File: config.mk
export PLATFORM = sky130hd
export DESIGN_NAME = ofd_decoder
export DESIGN_NICKNAME = d
export VERILOG_FILES = /design/src/hdl/ofd_pkg.sv /design/src/hdl/ofd_ea_if.sv /design/src/hdl/ofd_ea_calc.sv /design/src/hdl/ofd_decoder.sv
export VERILOG_INCLUDE_DIRS = /design/src /design/src/hdl
export SDC_FILE = /design/constraint.sdc
export NUM_CORES = 1
export LEC_CHECK = 0
export BUFFER_PORTS_ARGS = -buffer_cell sky130_fd_sc_hd__buf_2
export CAP_MARGIN = 0
export CORE_MARGIN = 1.5
export CORE_UTILIZATION = 24
export DETAILED_ROUTE_END_ITERATION = 16
export PLACE_DENSITY = 0.39
export SLEW_MARGIN = 20
export SYNTH_ARGS = -nofsm -noshare
export SYNTH_HDL_FRONTEND = slang
export SYNTH_SLANG_ARGS = --single-unit
export TNS_END_PERCENT = 10
File: constraint.sdc
create_clock -name clk_sys -period 13.47 [get_ports clk_sys]
set_input_delay 1.347 -clock clk_sys [delete_from_list [all_inputs] [get_ports clk_sys]]
set_output_delay 1.347 -clock clk_sys [all_outputs]
set_load 0.02 [all_outputs]
File: src/hdl/ofd_cfg.svh
`ifndef OFD_CFG_SVH
`define OFD_CFG_SVH
// apb byte addresses
`define OFD_A_CTRL 8'h00
`define OFD_A_STAT 8'h04
`define OFD_A_BASE 8'h08
`define OFD_A_FRAME 8'h0c
`define OFD_A_SRC 8'h10
`define OFD_A_DST 8'h14
`define OFD_A_PSW 8'h18
`define OFD_A_EA 8'h1c
`define OFD_A_OFS 8'h20
`define OFD_A_INFO 8'h24
// operand byte fields
`define OFD_W_BIT 0
`define OFD_MOD_F 7:6
`define OFD_REG_F 5:3
`define OFD_RM_F 2:0
`define OFD_MOD_NONE 2'h0
`define OFD_MOD_S8 2'h1
`define OFD_MOD_W16 2'h2
`define OFD_MOD_REG 2'h3
`define OFD_RM_DIRECT 3'h6
// status word flag positions and writable mask
`define OFD_PSW_CF 0
`define OFD_PSW_PF 2
`define OFD_PSW_AF 4
`define OFD_PSW_ZF 6
`define OFD_PSW_SF 7
`define OFD_PSW_TF 8
`define OFD_PSW_IF 9
`define OFD_PSW_DF 10
`define OFD_PSW_OF 11
`define OFD_PSW_MASK 16'h0fd5
`define OFD_RST16 16'h0000
`endif

File: src/hdl/ofd_pkg.sv
package ofd_pkg;
	typedef enum logic [4:0] {
		ST_OPC = 5'h01,
		ST_MODRM = 5'h02,
		ST_OFLO = 5'h04,
		ST_OFHI = 5'h08,
		ST_DONE = 5'h10
	} ofd_state_t;
	// {byte, code}: word registers 0..7, byte registers 8..15
	typedef enum logic [3:0] {
		accumulator_word = 4'h0, count_word = 4'h1, data_word_reg = 4'h2, base_word = 4'h3,
		stack_pointer = 4'h4, frame_base_pointer = 4'h5, source_index = 4'h6, destination_index = 4'h7,
		accumulator_low = 4'h8, count_low = 4'h9, data_low = 4'ha, base_low = 4'hb,
		accumulator_high = 4'hc, count_high = 4'hd, data_high = 4'he, base_high = 4'hf
	} ofd_reg_t;
	typedef enum logic [1:0] {
		extra_segment = 2'h0, code_segment = 2'h1, stack_segment = 2'h2, data_segment = 2'h3
	} ofd_seg_t;
	function automatic ofd_reg_t ofd_reg_map(input logic word, input logic [2:0] code);
		return ofd_reg_t'({~word, code});
	endfunction
	function automatic ofd_seg_t ofd_seg_map(input logic [1:0] code);
		return ofd_seg_t'(code);
	endfunction
endpackage

File: src/hdl/ofd_ea_if.sv
`timescale 1ns/1ps
interface ofd_ea_if;
	logic [1:0] mode;
	logic [2:0] rm;
	logic [7:0] ofs_lo, ofs_hi;
	logic [15:0] base, frame, src, dst;
	logic [15:0] ofs_val, ea;
	logic direct, mem_access;
	modport calc (input mode, rm, ofs_lo, ofs_hi, base, frame, src, dst,
		output ofs_val, ea, direct, mem_access);
	modport ctl (output mode, rm, ofs_lo, ofs_hi, base, frame, src, dst,
		input ofs_val, ea, direct, mem_access);
endinterface

File: src/hdl/ofd_ea_calc.sv
`timescale 1ns/1ps
`include "ofd_cfg.svh"
module ofd_ea_calc (
	ofd_ea_if.calc bus
);
	import ofd_pkg::*;
	logic [15:0] pair, ofs, sum;
	always_comb begin
		pair = {bus.ofs_hi, bus.ofs_lo};
		case (bus.mode)
		`OFD_MOD_S8: ofs = {{8{bus.ofs_lo[7]}}, bus.ofs_lo};
		`OFD_MOD_W16: ofs = pair;
		default: ofs = `OFD_RST16;
		endcase
		// 16-bit adders wrap on purpose
		case (bus.rm)
		3'h0: sum = bus.base + bus.src + ofs;
		3'h1: sum = bus.base + bus.dst + ofs;
		3'h2: sum = bus.frame + bus.src + ofs;
		3'h3: sum = bus.frame + bus.dst + ofs;
		3'h4: sum = bus.src + ofs;
		3'h5: sum = bus.dst + ofs;
		3'h6: sum = bus.frame + ofs;
		default: sum = bus.base + ofs;
		endcase
	end
	assign bus.direct = (bus.mode == `OFD_MOD_NONE) && (bus.rm == `OFD_RM_DIRECT);
	assign bus.ea = bus.direct ? pair : sum;
	assign bus.ofs_val = ofs;
	assign bus.mem_access = (bus.mode != `OFD_MOD_REG);
endmodule // ofd_ea_calc

File: src/hdl/ofd_decoder.sv
`timescale 1ns/1ps
`include "ofd_cfg.svh"
// Function
// - size bit 1 means word operands, 0 means byte operands.
// - kind 11 makes the rm field a register selector with no memory access.
// - kind 00 uses a zero offset and fetches no offset bytes, except direct addressing.
// - kind 01 fetches only the low offset byte and sign-extends it to 16 bits.
// - kind 10 fetches both offset bytes, high above low.
// - kind 00 with rm 110 uses the two offset bytes directly as the address.
// - rm 000 and 001 add base_word plus source or destination index plus offset.
// - rm 010 and 011 add frame_base_pointer plus source or destination index plus offset.
// - rm 100 adds source_index and rm 101 adds destination_index to the offset.
// - rm 110 adds frame_base_pointer and rm 111 adds base_word to the offset.
// - offset bytes follow the operand byte and come before any immediate data.
// - the status word holds its nine flags at bits 0,2,4,6,7,8,9,10,11.
// - register codes map to word or byte registers depending on the size bit.
// - segment codes 00..11 select extra, code, stack and data segments.
module ofd_decoder (
	input wire logic clk_sys,
	input wire logic reset_n,
	input wire logic psel,
	input wire logic penable,
	input wire logic pwrite,
	input wire logic [7:0] paddr,
	input wire logic [31:0] pwdata,
	output logic [31:0] prdata,
	output logic pready,
	output logic pslverr,
	input wire logic fetch_valid,
	input wire logic [7:0] fetch_byte,
	output logic fetch_ready,
	output logic result_valid,
	output logic [15:0] effective_address,
	output logic [15:0] offset_value,
	output logic operand_is_word,
	output logic memory_access,
	output ofd_pkg::ofd_reg_t operand_reg,
	output ofd_pkg::ofd_reg_t rm_reg,
	output ofd_pkg::ofd_seg_t segment_sel
);
	import ofd_pkg::*;

	ofd_ea_if ea_bus ();

	ofd_ea_calc u_calc (
		.bus(ea_bus.calc)
	);

	// software-visible register group
	logic en_q, en_d;
	logic [15:0] base_q, base_d, frame_q, frame_d;
	logic [15:0] src_q, src_d, dst_q, dst_d;
	logic [15:0] psw_q, psw_d;
	logic [31:0] prdata_q, prdata_d;
	logic [31:0] rd;
	logic hit;

	// decode group
	ofd_state_t st_q, st_d;
	logic word_q, word_d;
	logic [1:0] mode_q, mode_d;
	logic [2:0] regf_q, regf_d, rm_q, rm_d;
	logic [7:0] lo_q, lo_d, hi_q, hi_d;
	logic done_q, done_d, pulse_q, pulse_d;
	logic [15:0] ea_q, ea_d, ofs_q, ofs_d;
	logic mem_q, mem_d;
	ofd_reg_t opr_q, opr_d, rmr_q, rmr_d;
	ofd_seg_t seg_q, seg_d;
	logic take;

	assign ea_bus.mode = mode_q;
	assign ea_bus.rm = rm_q;
	assign ea_bus.ofs_lo = lo_q;
	assign ea_bus.ofs_hi = hi_q;
	assign ea_bus.base = base_q;
	assign ea_bus.frame = frame_q;
	assign ea_bus.src = src_q;
	assign ea_bus.dst = dst_q;

	// one wait-free access phase; prdata is sampled at setup so it can come from a flop
	assign pready = 1'b1;
	assign pslverr = psel && penable && !hit;
	assign prdata = prdata_q;

	always_comb begin
		en_d = en_q;
		base_d = base_q;
		frame_d = frame_q;
		src_d = src_q;
		dst_d = dst_q;
		psw_d = psw_q;
		prdata_d = prdata_q;
		hit = 1'b1;
		rd = 32'h0000_0000;
		case (paddr)
		`OFD_A_CTRL: rd = 32'(en_q);
		`OFD_A_STAT: rd = 32'({st_q != ST_OPC, done_q});
		`OFD_A_BASE: rd = 32'(base_q);
		`OFD_A_FRAME: rd = 32'(frame_q);
		`OFD_A_SRC: rd = 32'(src_q);
		`OFD_A_DST: rd = 32'(dst_q);
		`OFD_A_PSW: rd = 32'(psw_q);
		`OFD_A_EA: rd = 32'(ea_q);
		`OFD_A_OFS: rd = 32'(ofs_q);
		`OFD_A_INFO: rd = 32'({seg_q, rmr_q, opr_q, mem_q, word_q});
		default: hit = 1'b0;
		endcase
		if (psel && !penable) begin
			prdata_d = hit ? rd : 32'h0000_0000;
		end
		if (psel && penable && pwrite) begin
			case (paddr)
			`OFD_A_CTRL: en_d = pwdata[0];
			`OFD_A_BASE: base_d = pwdata[15:0];
			`OFD_A_FRAME: frame_d = pwdata[15:0];
			`OFD_A_SRC: src_d = pwdata[15:0];
			`OFD_A_DST: dst_d = pwdata[15:0];
			`OFD_A_PSW: psw_d = pwdata[15:0] & `OFD_PSW_MASK;
			default: en_d = en_q;
			endcase
		end
	end

	always_ff @(posedge clk_sys or negedge reset_n) begin
		if (!reset_n) begin
			en_q <= 1'b0;
			base_q <= `OFD_RST16;
			frame_q <= `OFD_RST16;
			src_q <= `OFD_RST16;
			dst_q <= `OFD_RST16;
			psw_q <= `OFD_RST16;
			prdata_q <= 32'h0000_0000;
		end else begin
			en_q <= en_d;
			base_q <= base_d;
			frame_q <= frame_d;
			src_q <= src_d;
			dst_q <= dst_d;
			psw_q <= psw_d;
			prdata_q <= prdata_d;
		end
	end

	// byte stream: opcode, operand byte, offset bytes; immediate data is left to the datapath
	assign fetch_ready = en_q && (st_q != ST_DONE);
	assign take = fetch_valid && fetch_ready;

	always_comb begin
		st_d = st_q;
		word_d = word_q;
		mode_d = mode_q;
		regf_d = regf_q;
		rm_d = rm_q;
		lo_d = lo_q;
		hi_d = hi_q;
		done_d = done_q;
		pulse_d = 1'b0;
		ea_d = ea_q;
		ofs_d = ofs_q;
		mem_d = mem_q;
		opr_d = opr_q;
		rmr_d = rmr_q;
		seg_d = seg_q;
		case (st_q)
		ST_OPC: begin
			if (take) begin
				word_d = fetch_byte[`OFD_W_BIT];
				done_d = 1'b0;
				st_d = ST_MODRM;
			end
		end
		ST_MODRM: begin
			if (take) begin
				mode_d = fetch_byte[`OFD_MOD_F];
				regf_d = fetch_byte[`OFD_REG_F];
				rm_d = fetch_byte[`OFD_RM_F];
				lo_d = 8'h00;
				hi_d = 8'h00;
				if (fetch_byte[`OFD_MOD_F] == `OFD_MOD_REG) begin
					st_d = ST_DONE;
				end else if (fetch_byte[`OFD_MOD_F] != `OFD_MOD_NONE) begin
					st_d = ST_OFLO;
				end else if (fetch_byte[`OFD_RM_F] == `OFD_RM_DIRECT) begin
					st_d = ST_OFLO;
				end else begin
					st_d = ST_DONE;
				end
			end
		end
		ST_OFLO: begin
			if (take) begin
				lo_d = fetch_byte;
				if (mode_q == `OFD_MOD_W16 || ea_bus.direct) begin
					st_d = ST_OFHI;
				end else begin
					st_d = ST_DONE;
				end
			end
		end
		ST_OFHI: begin
			if (take) begin
				hi_d = fetch_byte;
				st_d = ST_DONE;
			end
		end
		ST_DONE: begin
			ea_d = ea_bus.mem_access ? ea_bus.ea : `OFD_RST16;
			ofs_d = ea_bus.ofs_val;
			mem_d = ea_bus.mem_access;
			opr_d = ofd_reg_map(word_q, regf_q);
			rmr_d = ofd_reg_map(word_q, rm_q);
			seg_d = ofd_seg_map(regf_q[1:0]);
			done_d = 1'b1;
			pulse_d = 1'b1;
			st_d = ST_OPC;
		end
		default: st_d = ST_OPC;
		endcase
	end

	always_ff @(posedge clk_sys or negedge reset_n) begin
		if (!reset_n) begin
			st_q <= ST_OPC;
			word_q <= 1'b0;
			mode_q <= `OFD_MOD_NONE;
			regf_q <= 3'h0;
			rm_q <= 3'h0;
			lo_q <= 8'h00;
			hi_q <= 8'h00;
			done_q <= 1'b0;
			pulse_q <= 1'b0;
			ea_q <= `OFD_RST16;
			ofs_q <= `OFD_RST16;
			mem_q <= 1'b0;
			opr_q <= accumulator_word;
			rmr_q <= accumulator_word;
			seg_q <= extra_segment;
		end else begin
			st_q <= st_d;
			word_q <= word_d;
			mode_q <= mode_d;
			regf_q <= regf_d;
			rm_q <= rm_d;
			lo_q <= lo_d;
			hi_q <= hi_d;
			done_q <= done_d;
			pulse_q <= pulse_d;
			ea_q <= ea_d;
			ofs_q <= ofs_d;
			mem_q <= mem_d;
			opr_q <= opr_d;
			rmr_q <= rmr_d;
			seg_q <= seg_d;
		end
	end

	assign result_valid = pulse_q;
	assign effective_address = ea_q;
	assign offset_value = ofs_q;
	assign operand_is_word = word_q;
	assign memory_access = mem_q;
	assign operand_reg = opr_q;
	assign rm_reg = rmr_q;
	assign segment_sel = seg_q;
endmodule // ofd_decoder

==> results of run 1 <==
==> worst max-delay path by stage <==
stage | startpoint | endpoint | slack (ns) | cells after the start
final | ea_bus.mode[0] | effective_address[15] | 8.18 | 16
after global routing | ea_bus.mode[0] | effective_address[15] | 7.81 | 16
after CTS | ea_bus.mode[0] | effective_address[15] | 8.08 | 16
after detailed placement | ea_bus.mode[0] | effective_address[15] | 8.14 | 16
after global placement | ea_bus.mode[0] | effective_address[15] | 8.27 | 16
after floorplan | ea_bus.mode[0] | effective_address[11] | 9.11 | 17
==> critical path, cell delays in order, from the launching register on <==
cell and delay (ns):
sky130_fd_sc_hd__dfrtp_1 0.42, sky130_fd_sc_hd__inv_1 0.09, sky130_fd_sc_hd__ha_1 0.45, sky130_fd_sc_hd__o21a_1 0.42
sky130_fd_sc_hd__nand2_1 0.18, sky130_fd_sc_hd__inv_1 0.27, sky130_fd_sc_hd__fa_1 0.48, sky130_fd_sc_hd__ha_1 0.25
sky130_fd_sc_hd__fa_1 0.51, sky130_fd_sc_hd__a211oi_1 0.40, sky130_fd_sc_hd__o21ai_1 0.20, sky130_fd_sc_hd__a2111oi_2 0.41
sky130_fd_sc_hd__o41ai_1 0.24, sky130_fd_sc_hd__a2111oi_0 0.47, sky130_fd_sc_hd__nor3_1 0.11, sky130_fd_sc_hd__o2111ai_1 0.13
sky130_fd_sc_hd__nand3_1 0.12
==> power by group <==
group	leakage (nW)	internal (W)	switching, W	total [W]
clock network	0.283	0.000277	0.000243	0.000520
registers	2.23	0.000491	0.00000789	0.000498
logic	4.56	0.0000265	0.0000491	0.0000756
total	7.07	0.000794	0.000300	0.00109
==> area by class of cell <==
cell class | instances | share of cell area [%]
multi-input cells | 1063 | 57.47
clock buffers | 17 | 2.884
repair buffers | 121 | 4.505
inverters | 25 | 0.6362
flip-flops and latches | 162 | 27.49
clock inverters | 15 | 1.171
well taps | 688 | 5.836
==> Yosys cell counts, drive strengths merged, types with 10 or more instances <==
cell | count | area share (%)
a21o | 25 | 1.5
nand2b | 10 | 0.48
mux2 | 103 | 9.1
nor2 | 77 | 2.3
a22oi | 30 | 1.7
mux2i | 17 | 1.3
fa | 65 | 10
inv | 24 | 0.70
nand2 | 144 | 4.3
and2 | 12 | 0.59
dfrtp | 161 | 31
o22ai | 11 | 0.53
o21bai | 13 | 0.75
ha | 75 | 7.3
xnor2 | 34 | 2.3
a222oi | 17 | 1.3
a211oi | 18 | 1.0
nand3 | 35 | 1.4
a31oi | 13 | 0.63
a21oi | 80 | 3.1
nor3 | 25 | 1.0
o211ai | 10 | 0.58
xor2 | 22 | 1.5
clkbuf | 29 | 0.84
o21ai | 90 | 3.5
buf | 44 | 2.1
==> layer usage <==
layer	GRT usage [%]	vias to the layer above
li1	-	4948
met1	25.27	5474
met2	29.70	234
met3	3.049	31
met4	4.034	0
met5	0	-
==> kinds of logic after synthesis <==
| group | after synthesis | synth area share [%] |
|---|---|---|
| AND/OR/NAND/NOR | 352 | 12.73 |
| XOR/XNOR | 58 | 4.139 |
| multiplexers | 129 | 11.96 |
| AO/OA/AOI/OAI | 367 | 18.78 |
| flip-flops | 162 | 31.34 |
| adder cells (fa/ha/maj) | 140 | 17.31 |
| other | 2 | 0.05804 |
| buffers and inverters | 98 | 3.684 |
==> per-stage QoR <==
stage / worst slack (ns) / total power [W]
after floorplan: 9.108 / 0.0005506
after global placement: 8.272 / 0.0005839
after detailed placement: 8.135 / 0.0005843
after CTS: 8.079 / 0.001115
after global routing: 7.814 / 0.001135
final: 8.182 / 0.001094
==> impl_results.rst, run 1 <==
.. list-table::
   :header-rows: 1

   * - Metric
     - Value
   * - Run status
     - complete, no violations
   * - Slew at the pin closest to its max-slew limit
     - 1.064 ns
   * - Mapped cell area
     - 12940 µm²
   * - IO Count
     - 134
   * - Proportion of synthesized flip-flops having asynchronous set or reset
     - 100.0%
   * - Static power due to leakage
     - 7.068 nW
   * - Number of distinct library cell variants in the gate-level netlist after synthesis
     - 84
   * - Startpoint Class
     - flop
   * - Post-route cell area
     - 14750 µm²
   * - Met2 layer wire length in the routed design
     - 23.60 mm
   * - DRC
     - 0
   * - Area of the die
     - 55310 µm²
   * - Total vias in the final route
     - 10.69k
   * - Clock tree skew after final layout
     - 0.01664 ns
   * - Number of buffers created by CTS
     - 17
   * - Nets
     - 1584
   * - Number of global-route vias before repair
     - 10.87k
   * - Buffers inserted by post-CTS timing repair
     - 0
   * - Slew headroom
     - 29.07%
   * - Drt first-iter violations
     - 840
   * - Hold slack
     - 0.4767 ns
   * - Number of warnings reported in the yosys synthesis log
     - 0
   * - Period minus WS final
     - 5.288 ns
   * - Sequential fraction of the synthesis area
     - 31.34%
   * - Cell row count
     - 84
   * - Layout area overhead
     - 13.99%
   * - Non-filler cells, final
     - 2091
   * - Leading cell types in the layout, fill and taps excluded
     - sky130_fd_sc_hd__dfrtp_1, sky130_fd_sc_hd__nand2_1, sky130_fd_sc_hd__buf_2
   * - Number of hold buffers added after CTS
     - 0
   * - Sequential cell area
     - 4055 µm²
   * - Worst VDD drop
     - 0.08356 mV
   * - Detailed placement HPWL
     - 36.79 mm
   * - TritonCTS clock tree
     - done
   * - Synthesis-stage register bit count
     - 162
   * - # fillers
     - 5701
   * - Antenna violations before repair
     - 0
   * - Flop2flop setup slack
     - 8.18 ns
   * - R2r endpoint
     - effective_address[15]
   * - GR Overflow Total
     - 0
   * - Layout Utilization
     - 27.84%
   * - Largest fanout on the critical path
     - 11
   * - Count of clock tree sinks
     - 162
   * - Sum of met3 wire segment lengths after detailed routing
     - 1.894 mm
   * - Crit Path Category
     - flop to flop
   * - Final Hold Vio Count
     - 0
   * - Ratio of cells with drive above 1 in the final layout
     - 19.81%
   * - Height of the chip
     - 235.2 µm
   * - Number of enable-type register cells in the synthesized netlist
     - 0
   * - Pin count of the biggest net entering global routing
     - 61
   * - WHS Path Cells
     - 2
   * - Total inserted antenna cells
     - 0
   * - Critical Path RT
     - 13.84 ns
   * - Setup crit end kind
     - flop
   * - Total length of routed wires
     - 49.88 mm
   * - Total of max-cap violations
     - 0
   * - Number of iterations in the first detailed-routing pass
     - 7
   * - Global-route wire length before repair
     - 74.23 mm
   * - Number of max-slew violations in the final report
     - 0
   * - Sum of negative setup slack
     - 0 ns
   * - Clk Tree Root Cell
     - sky130_fd_sc_hd__clkbuf_16
   * - Commonest non-fill, non-tap cell in the layout
     - sky130_fd_sc_hd__dfrtp_1
   * - Worst r2r path cells
     - 16
   * - Routed via count divided by cell count
     - 5.111
   * - Clock transition time at the flip-flop clock pins of the worst setup and hold paths
     - 0.08 ns
   * - Top routing layer in use
     - met4
   * - Die width
     - 235.2 µm
   * - Cell count after placement
     - 2059
   * - Hold Crit Class
     - flop to flop
   * - Count of input and output buffers
     - 100
   * - Initial Utilization
     - 24.43%
   * - Endpoint with the worst hold slack
     - prdata[7]
   * - Global placement routability congestion
     - 0.8496
   * - Core box area
     - 52970 µm²
   * - Met1 layer wirelength in the final routing
     - 23.78 mm
   * - Critical R2R Launch
     - ea_bus.mode[0]
   * - Launch point of the worst hold path
     - prdata[7]
   * - Area of the multi-input gates
     - 8477 µm²
   * - All-layer global routing usage
     - 18.26%
   * - Later-pin clock latency in the skew report
     - 0.50 ns
   * - H-Tree Depth
     - 4
   * - P per Cell Area
     - 74.19 nW/µm²
   * - Final-report setup violation count
     - 0
   * - Most common flop cell mapped by yosys
     - sky130_fd_sc_hd__dfrtp_1
   * - Cells resized by post-CTS repair
     - 0
   * - Antenna Nets Post-Route
     - 0
   * - Number of buffers between clock root and the deepest sink
     - 2
   * - Avg Cell Area, Syn
     - 9.892 µm²
   * - Max Freq
     - 0.1891 GHz
   * - Share of the clock period used by the worst path
     - 39.26%
   * - Setup repair after global routing missed its margin
     - no
   * - Critical path arrival
     - 5.66 ns
   * - Cell count after synthesis
     - 1308
   * - WL/cell
     - 23.85 µm
   * - Cell area after placement
     - 14150 µm²
Power figures use the tool's default switching activity.
==> run 2, diff against run 1 <==
--- a/config.mk
+++ b/config.mk
@@ -6,12 +6,13 @@
 export SDC_FILE = /design/constraint.sdc
 export NUM_CORES = 1
 export LEC_CHECK = 0
+export ABC_AREA = 1
 export BUFFER_PORTS_ARGS = -buffer_cell sky130_fd_sc_hd__buf_2
 export CAP_MARGIN = 0
 export CORE_MARGIN = 1.5
 export CORE_UTILIZATION = 24
 export DETAILED_ROUTE_END_ITERATION = 16
-export PLACE_DENSITY = 0.39
+export PLACE_DENSITY = 0.41
 export SLEW_MARGIN = 20
 export SYNTH_ARGS = -nofsm -noshare
 export SYNTH_HDL_FRONTEND = slang
==> constraint.sdc (replaced) <==
create_clock -name clk_sys -period 4.55 [get_ports clk_sys]
set_input_delay 0.455 -clock clk_sys [delete_from_list [all_inputs] [get_ports clk_sys]]
set_output_delay 0.455 -clock clk_sys [all_outputs]
set_load 0.02 [all_outputs]
==> run 2 against run 1 <==
Effect of this change:
- via count up 26%
- wire length rose by 23%
- setup slack worse by 7.9 ns
- critical path type unchanged
- combinational power rose to 2.9 times the previous value
- core utilization grew 0.11 points
- register-to-register slack got worse by 7.9 ns
- worst hold slack worse by 0.46 ns
- synthesized cell count grew 45%
- maximum frequency increased by 24%
- final cell count rose by 32%
- clock power increased to 2.7 times the previous value
==> impl_results.rst, run 2 <==
.. list-table::
   :header-rows: 1

   * - Metric
     - Value
   * - Run status
     - complete, no violations
   * - End point of the critical path
     - effective_address[7]
   * - Number of warnings reported in the yosys synthesis log
     - 0
   * - Layout area overhead
     - 14.26%
   * - Total length of routed wires
     - 61.28 mm
   * - Drt first-iter violations
     - 1119
   * - Switching Power
     - 0.0008805 W
   * - Number of iterations in the first detailed-routing pass
     - 5
   * - Clock tree skew after final layout
     - 0.01545 ns
   * - Fraction of synthesized cell area taken by the top area cell type
     - 29.72%
   * - Beginning of the critical path
     - ea_bus.mode[0]
   * - R2r endpoint
     - effective_address[7]
   * - Final-report setup violation count
     - 0
   * - Height of the chip
     - 240.7 µm
   * - Number of enable-type register cells in the synthesized netlist
     - 0
   * - Total vias in the final route
     - 13.42k
   * - Largest fanout on the critical path
     - 7
   * - Initial Utilization
     - 24.46%
   * - Setup repair after global routing missed its margin
     - no
   * - Number of buffers and inverters on the critical path
     - 3
   * - Ratio of cells with drive above 1 in the final layout
     - 10.91%
   * - Global placement routability congestion
     - 0.9453
   * - Antenna Nets Post-Route
     - 0
   * - Share of the clock period used by the worst path
     - 94.00%
   * - Slew at the pin closest to its max-slew limit
     - 1.054 ns
   * - Cell count after synthesis
     - 1895
   * - Switching share of total power
     - 28.08%
   * - Cells resized by post-CTS repair
     - 0
   * - Period minus WS final
     - 4.277 ns
   * - Sequential fraction of the synthesis area
     - 29.91%
   * - Relative contribution of combinational cells to total power
     - 7.1%
   * - Part of the total power dissipated in the clock network
     - 45.2%
   * - Startpoint Class
     - flop
   * - DRC
     - 0
   * - Worst VDD drop
     - 0.2337 mV
   * - Flop2flop setup slack
     - 0.27 ns
   * - CP top delay family
     - simple AND/OR/NAND/NOR gates
   * - Mapped cell area
     - 13560 µm²
   * - Clk Tree Root Cell
     - sky130_fd_sc_hd__clkbuf_16
   * - GR Overflow Total
     - 0
   * - Critical Path RT
     - 4.91 ns
   * - Routed via count divided by cell count
     - 4.866
   * - Largest stage delay on the critical path
     - 0.47 ns
   * - IO Count
     - 134
   * - Number of global-route vias before repair
     - 12.88k
   * - Number of distinct library cell variants in the gate-level netlist after synthesis
     - 54
   * - TritonCTS clock tree
     - done
   * - Cell area after placement
     - 14930 µm²
   * - Number of buffers between clock root and the deepest sink
     - 2
   * - Clock transition time at the flip-flop clock pins of the worst setup and hold paths
     - 0.07 ns
   * - Leading cell types in the layout, fill and taps excluded
     - sky130_fd_sc_hd__nand2_1, sky130_fd_sc_hd__inv_1, sky130_fd_sc_hd__dfrtp_1
   * - Sum of negative setup slack
     - 0 ns
   * - Nets
     - 2189
   * - Number of buffers created by CTS
     - 17
   * - WL/cell
     - 22.23 µm
   * - Buffers inserted by post-CTS timing repair
     - 0
   * - Final Hold Vio Count
     - 0
   * - Synthesis-stage register bit count
     - 162
   * - Count of input and output buffers
     - 100
   * - Commonest non-fill, non-tap cell in the layout
     - sky130_fd_sc_hd__nand2_1
   * - Global-route wire length before repair
     - 88.02 mm
   * - All-layer global routing usage
     - 21.41%
   * - Static power due to leakage
     - 8.395 nW
   * - Later-pin clock latency in the skew report
     - 0.47 ns
   * - Number of hold buffers added after CTS
     - 0
   * - Post-route cell area
     - 15490 µm²
   * - Top cells by count, synth
     - sky130_fd_sc_hd__nand2_1, sky130_fd_sc_hd__inv_1, sky130_fd_sc_hd__dfrtp_1, sky130_fd_sc_hd__o21ai_0, sky130_fd_sc_hd__nand3_1
   * - P per Cell Area
     - 202.4 nW/µm²
   * - Worst path depth
     - 19
   * - Avg Cell Area, Syn
     - 7.154 µm²
   * - H-Tree Depth
     - 4
   * - Count of clock tree sinks
     - 162
   * - Cell accounting for the most synthesized area
     - sky130_fd_sc_hd__dfrtp_1
   * - Setup crit end kind
     - flop
   * - Area of the die
     - 57920 µm²
   * - Total of max-cap violations
     - 0
   * - Share of power burned in registers
     - 47.7%
   * - Proportion of synthesized flip-flops having asynchronous set or reset
     - 100.0%
   * - Antenna violations before repair
     - 2
   * - Dominant cells by area after synthesis
     - sky130_fd_sc_hd__dfrtp_1, sky130_fd_sc_hd__nand2_1, sky130_fd_sc_hd__fa_1
   * - Pin count of the biggest net entering global routing
     - 82
   * - Max Freq
     - 0.2338 GHz
   * - Die width
     - 240.7 µm
   * - Cells along the critical path
     - inv_1 -> ha_1 -> inv_1 -> nor3_1 -> buf_4 -> fa_1 -> ha_1 -> fa_1 -> nand3_1 -> nand2_1 -> nand2_1 -> nand2_1 -> or2_2 -> nand3_1 -> nand3_1 -> nor2_1 -> o22ai_1 -> nand2_1 -> nand2_1
   * - Core box area
     - 55420 µm²
   * - Critical R2R Launch
     - ea_bus.mode[0]
   * - Worst r2r path cells
     - 19
   * - Internal power summed over all cells
     - 0.002255 W
   * - Cell row count
     - 86
   * - Most common flop cell mapped by yosys
     - sky130_fd_sc_hd__dfrtp_1
   * - Slew headroom
     - 29.56%
   * - Number of max-slew violations in the final report
     - 0
   * - Most frequently used cell type in the post-synthesis netlist
     - sky130_fd_sc_hd__nand2_1
   * - Critical path arrival
     - 4.63 ns
   * - Slowest stage cell on the critical path
     - sky130_fd_sc_hd__fa_1
   * - Detailed placement HPWL
     - 48.09 mm
   * - Hold Crit Class
     - primary input to asynchronous set/reset pin
   * - Cell mode on critical path
     - sky130_fd_sc_hd__nand2_1
   * - Crit Path Category
     - flop to flop
run 2: cell count changes after synthesis, moves of 20 or more:
cell                       previous run  this run
sky130_fd_sc_hd__a221oi_1             2        23
sky130_fd_sc_hd__mux2_2              85         0
sky130_fd_sc_hd__nand2_1            140       615
sky130_fd_sc_hd__nand3_1             34       109
sky130_fd_sc_hd__a21oi_1             80       106
sky130_fd_sc_hd__a21o_1              25         5
sky130_fd_sc_hd__a22oi_1             30         1
sky130_fd_sc_hd__xnor2_1             34        10
sky130_fd_sc_hd__nand4_1              2        22
sky130_fd_sc_hd__inv_1               23       222
sky130_fd_sc_hd__o21ai_0             74       139
run 2: how the worst min path moves through the flow:
stage,to
floorplan,base_q[0]
global placement,prdata[12]
detailed placement,prdata[9]
CTS,rm_reg[2]
global route,operand_reg[3]
finish,operand_reg[3]
run 2: power by group through the flow:
| stage | combinational [W] | clock [W] | sequential (W) |
|---|---|---|---|
| after floorplan | 0.000130 | 0 | 0.00151 |
| after global placement | 0.000224 | 0 | 0.00152 |
| after detailed placement | 0.000225 | 0 | 0.00152 |
| after CTS | 0.000227 | 0.00145 | 0.00150 |
| after global routing | 0.000253 | 0.00150 | 0.00150 |
| final | 0.000223 | 0.00142 | 0.00150 |
run 2: layout make-up:
type | instances | area [µm²]
timing repair buffer | 133 | 754.5
clock buffer | 19 | 442.9
tap | 748 | 935.9
multi-input combinational | 1449 | 8310
fill | 6134 | 39930
antenna | 1 | 2.502
clock inverter | 13 | 116.4
sequential | 162 | 4055
inverter | 232 | 872.1
run 2: per-stage QoR:
stage | hold WS [ns] | power, W | std cells | setup WS (ns) | util, %
after floorplan | 0.1594 | 0.001638 | 1910 | 0.4285 | -
after global placement | 0.4613 | 0.001747 | 2724 | 0.3547 | 26.93
after detailed placement | 0.4633 | 0.001748 | 2724 | 0.3434 | 26.93
after CTS | 0.05701 | 0.003167 | 2756 | 0.3184 | 27.94
after global routing | 0.08751 | 0.003248 | 2756 | 0.02154 | 27.95
final | 0.01640 | 0.003136 | 2757 | 0.2730 | 27.95
run 2: cell families (layout without fill, tap and decap cells):
kind of cell,Yosys count,after routing,share of synthesized area (%)
fa+ha+maj,140,140,16.52
simple gates,920,920,28.54
compound gates,359,359,14.91
flops,162,162,29.91
other cells,2,18,0.05540
xor+xnor,13,13,0.8399
buf+inv,299,397,9.220
run 2: layer usage:
metal,vias up,global-route usage (%),part of all wire (%)
li1,6371,-,-
met1,6469,28.66,45
met2,499,33.26,45
met3,76,4.907,7.1
met4,0,8.557,3.7
met5,-,0,0
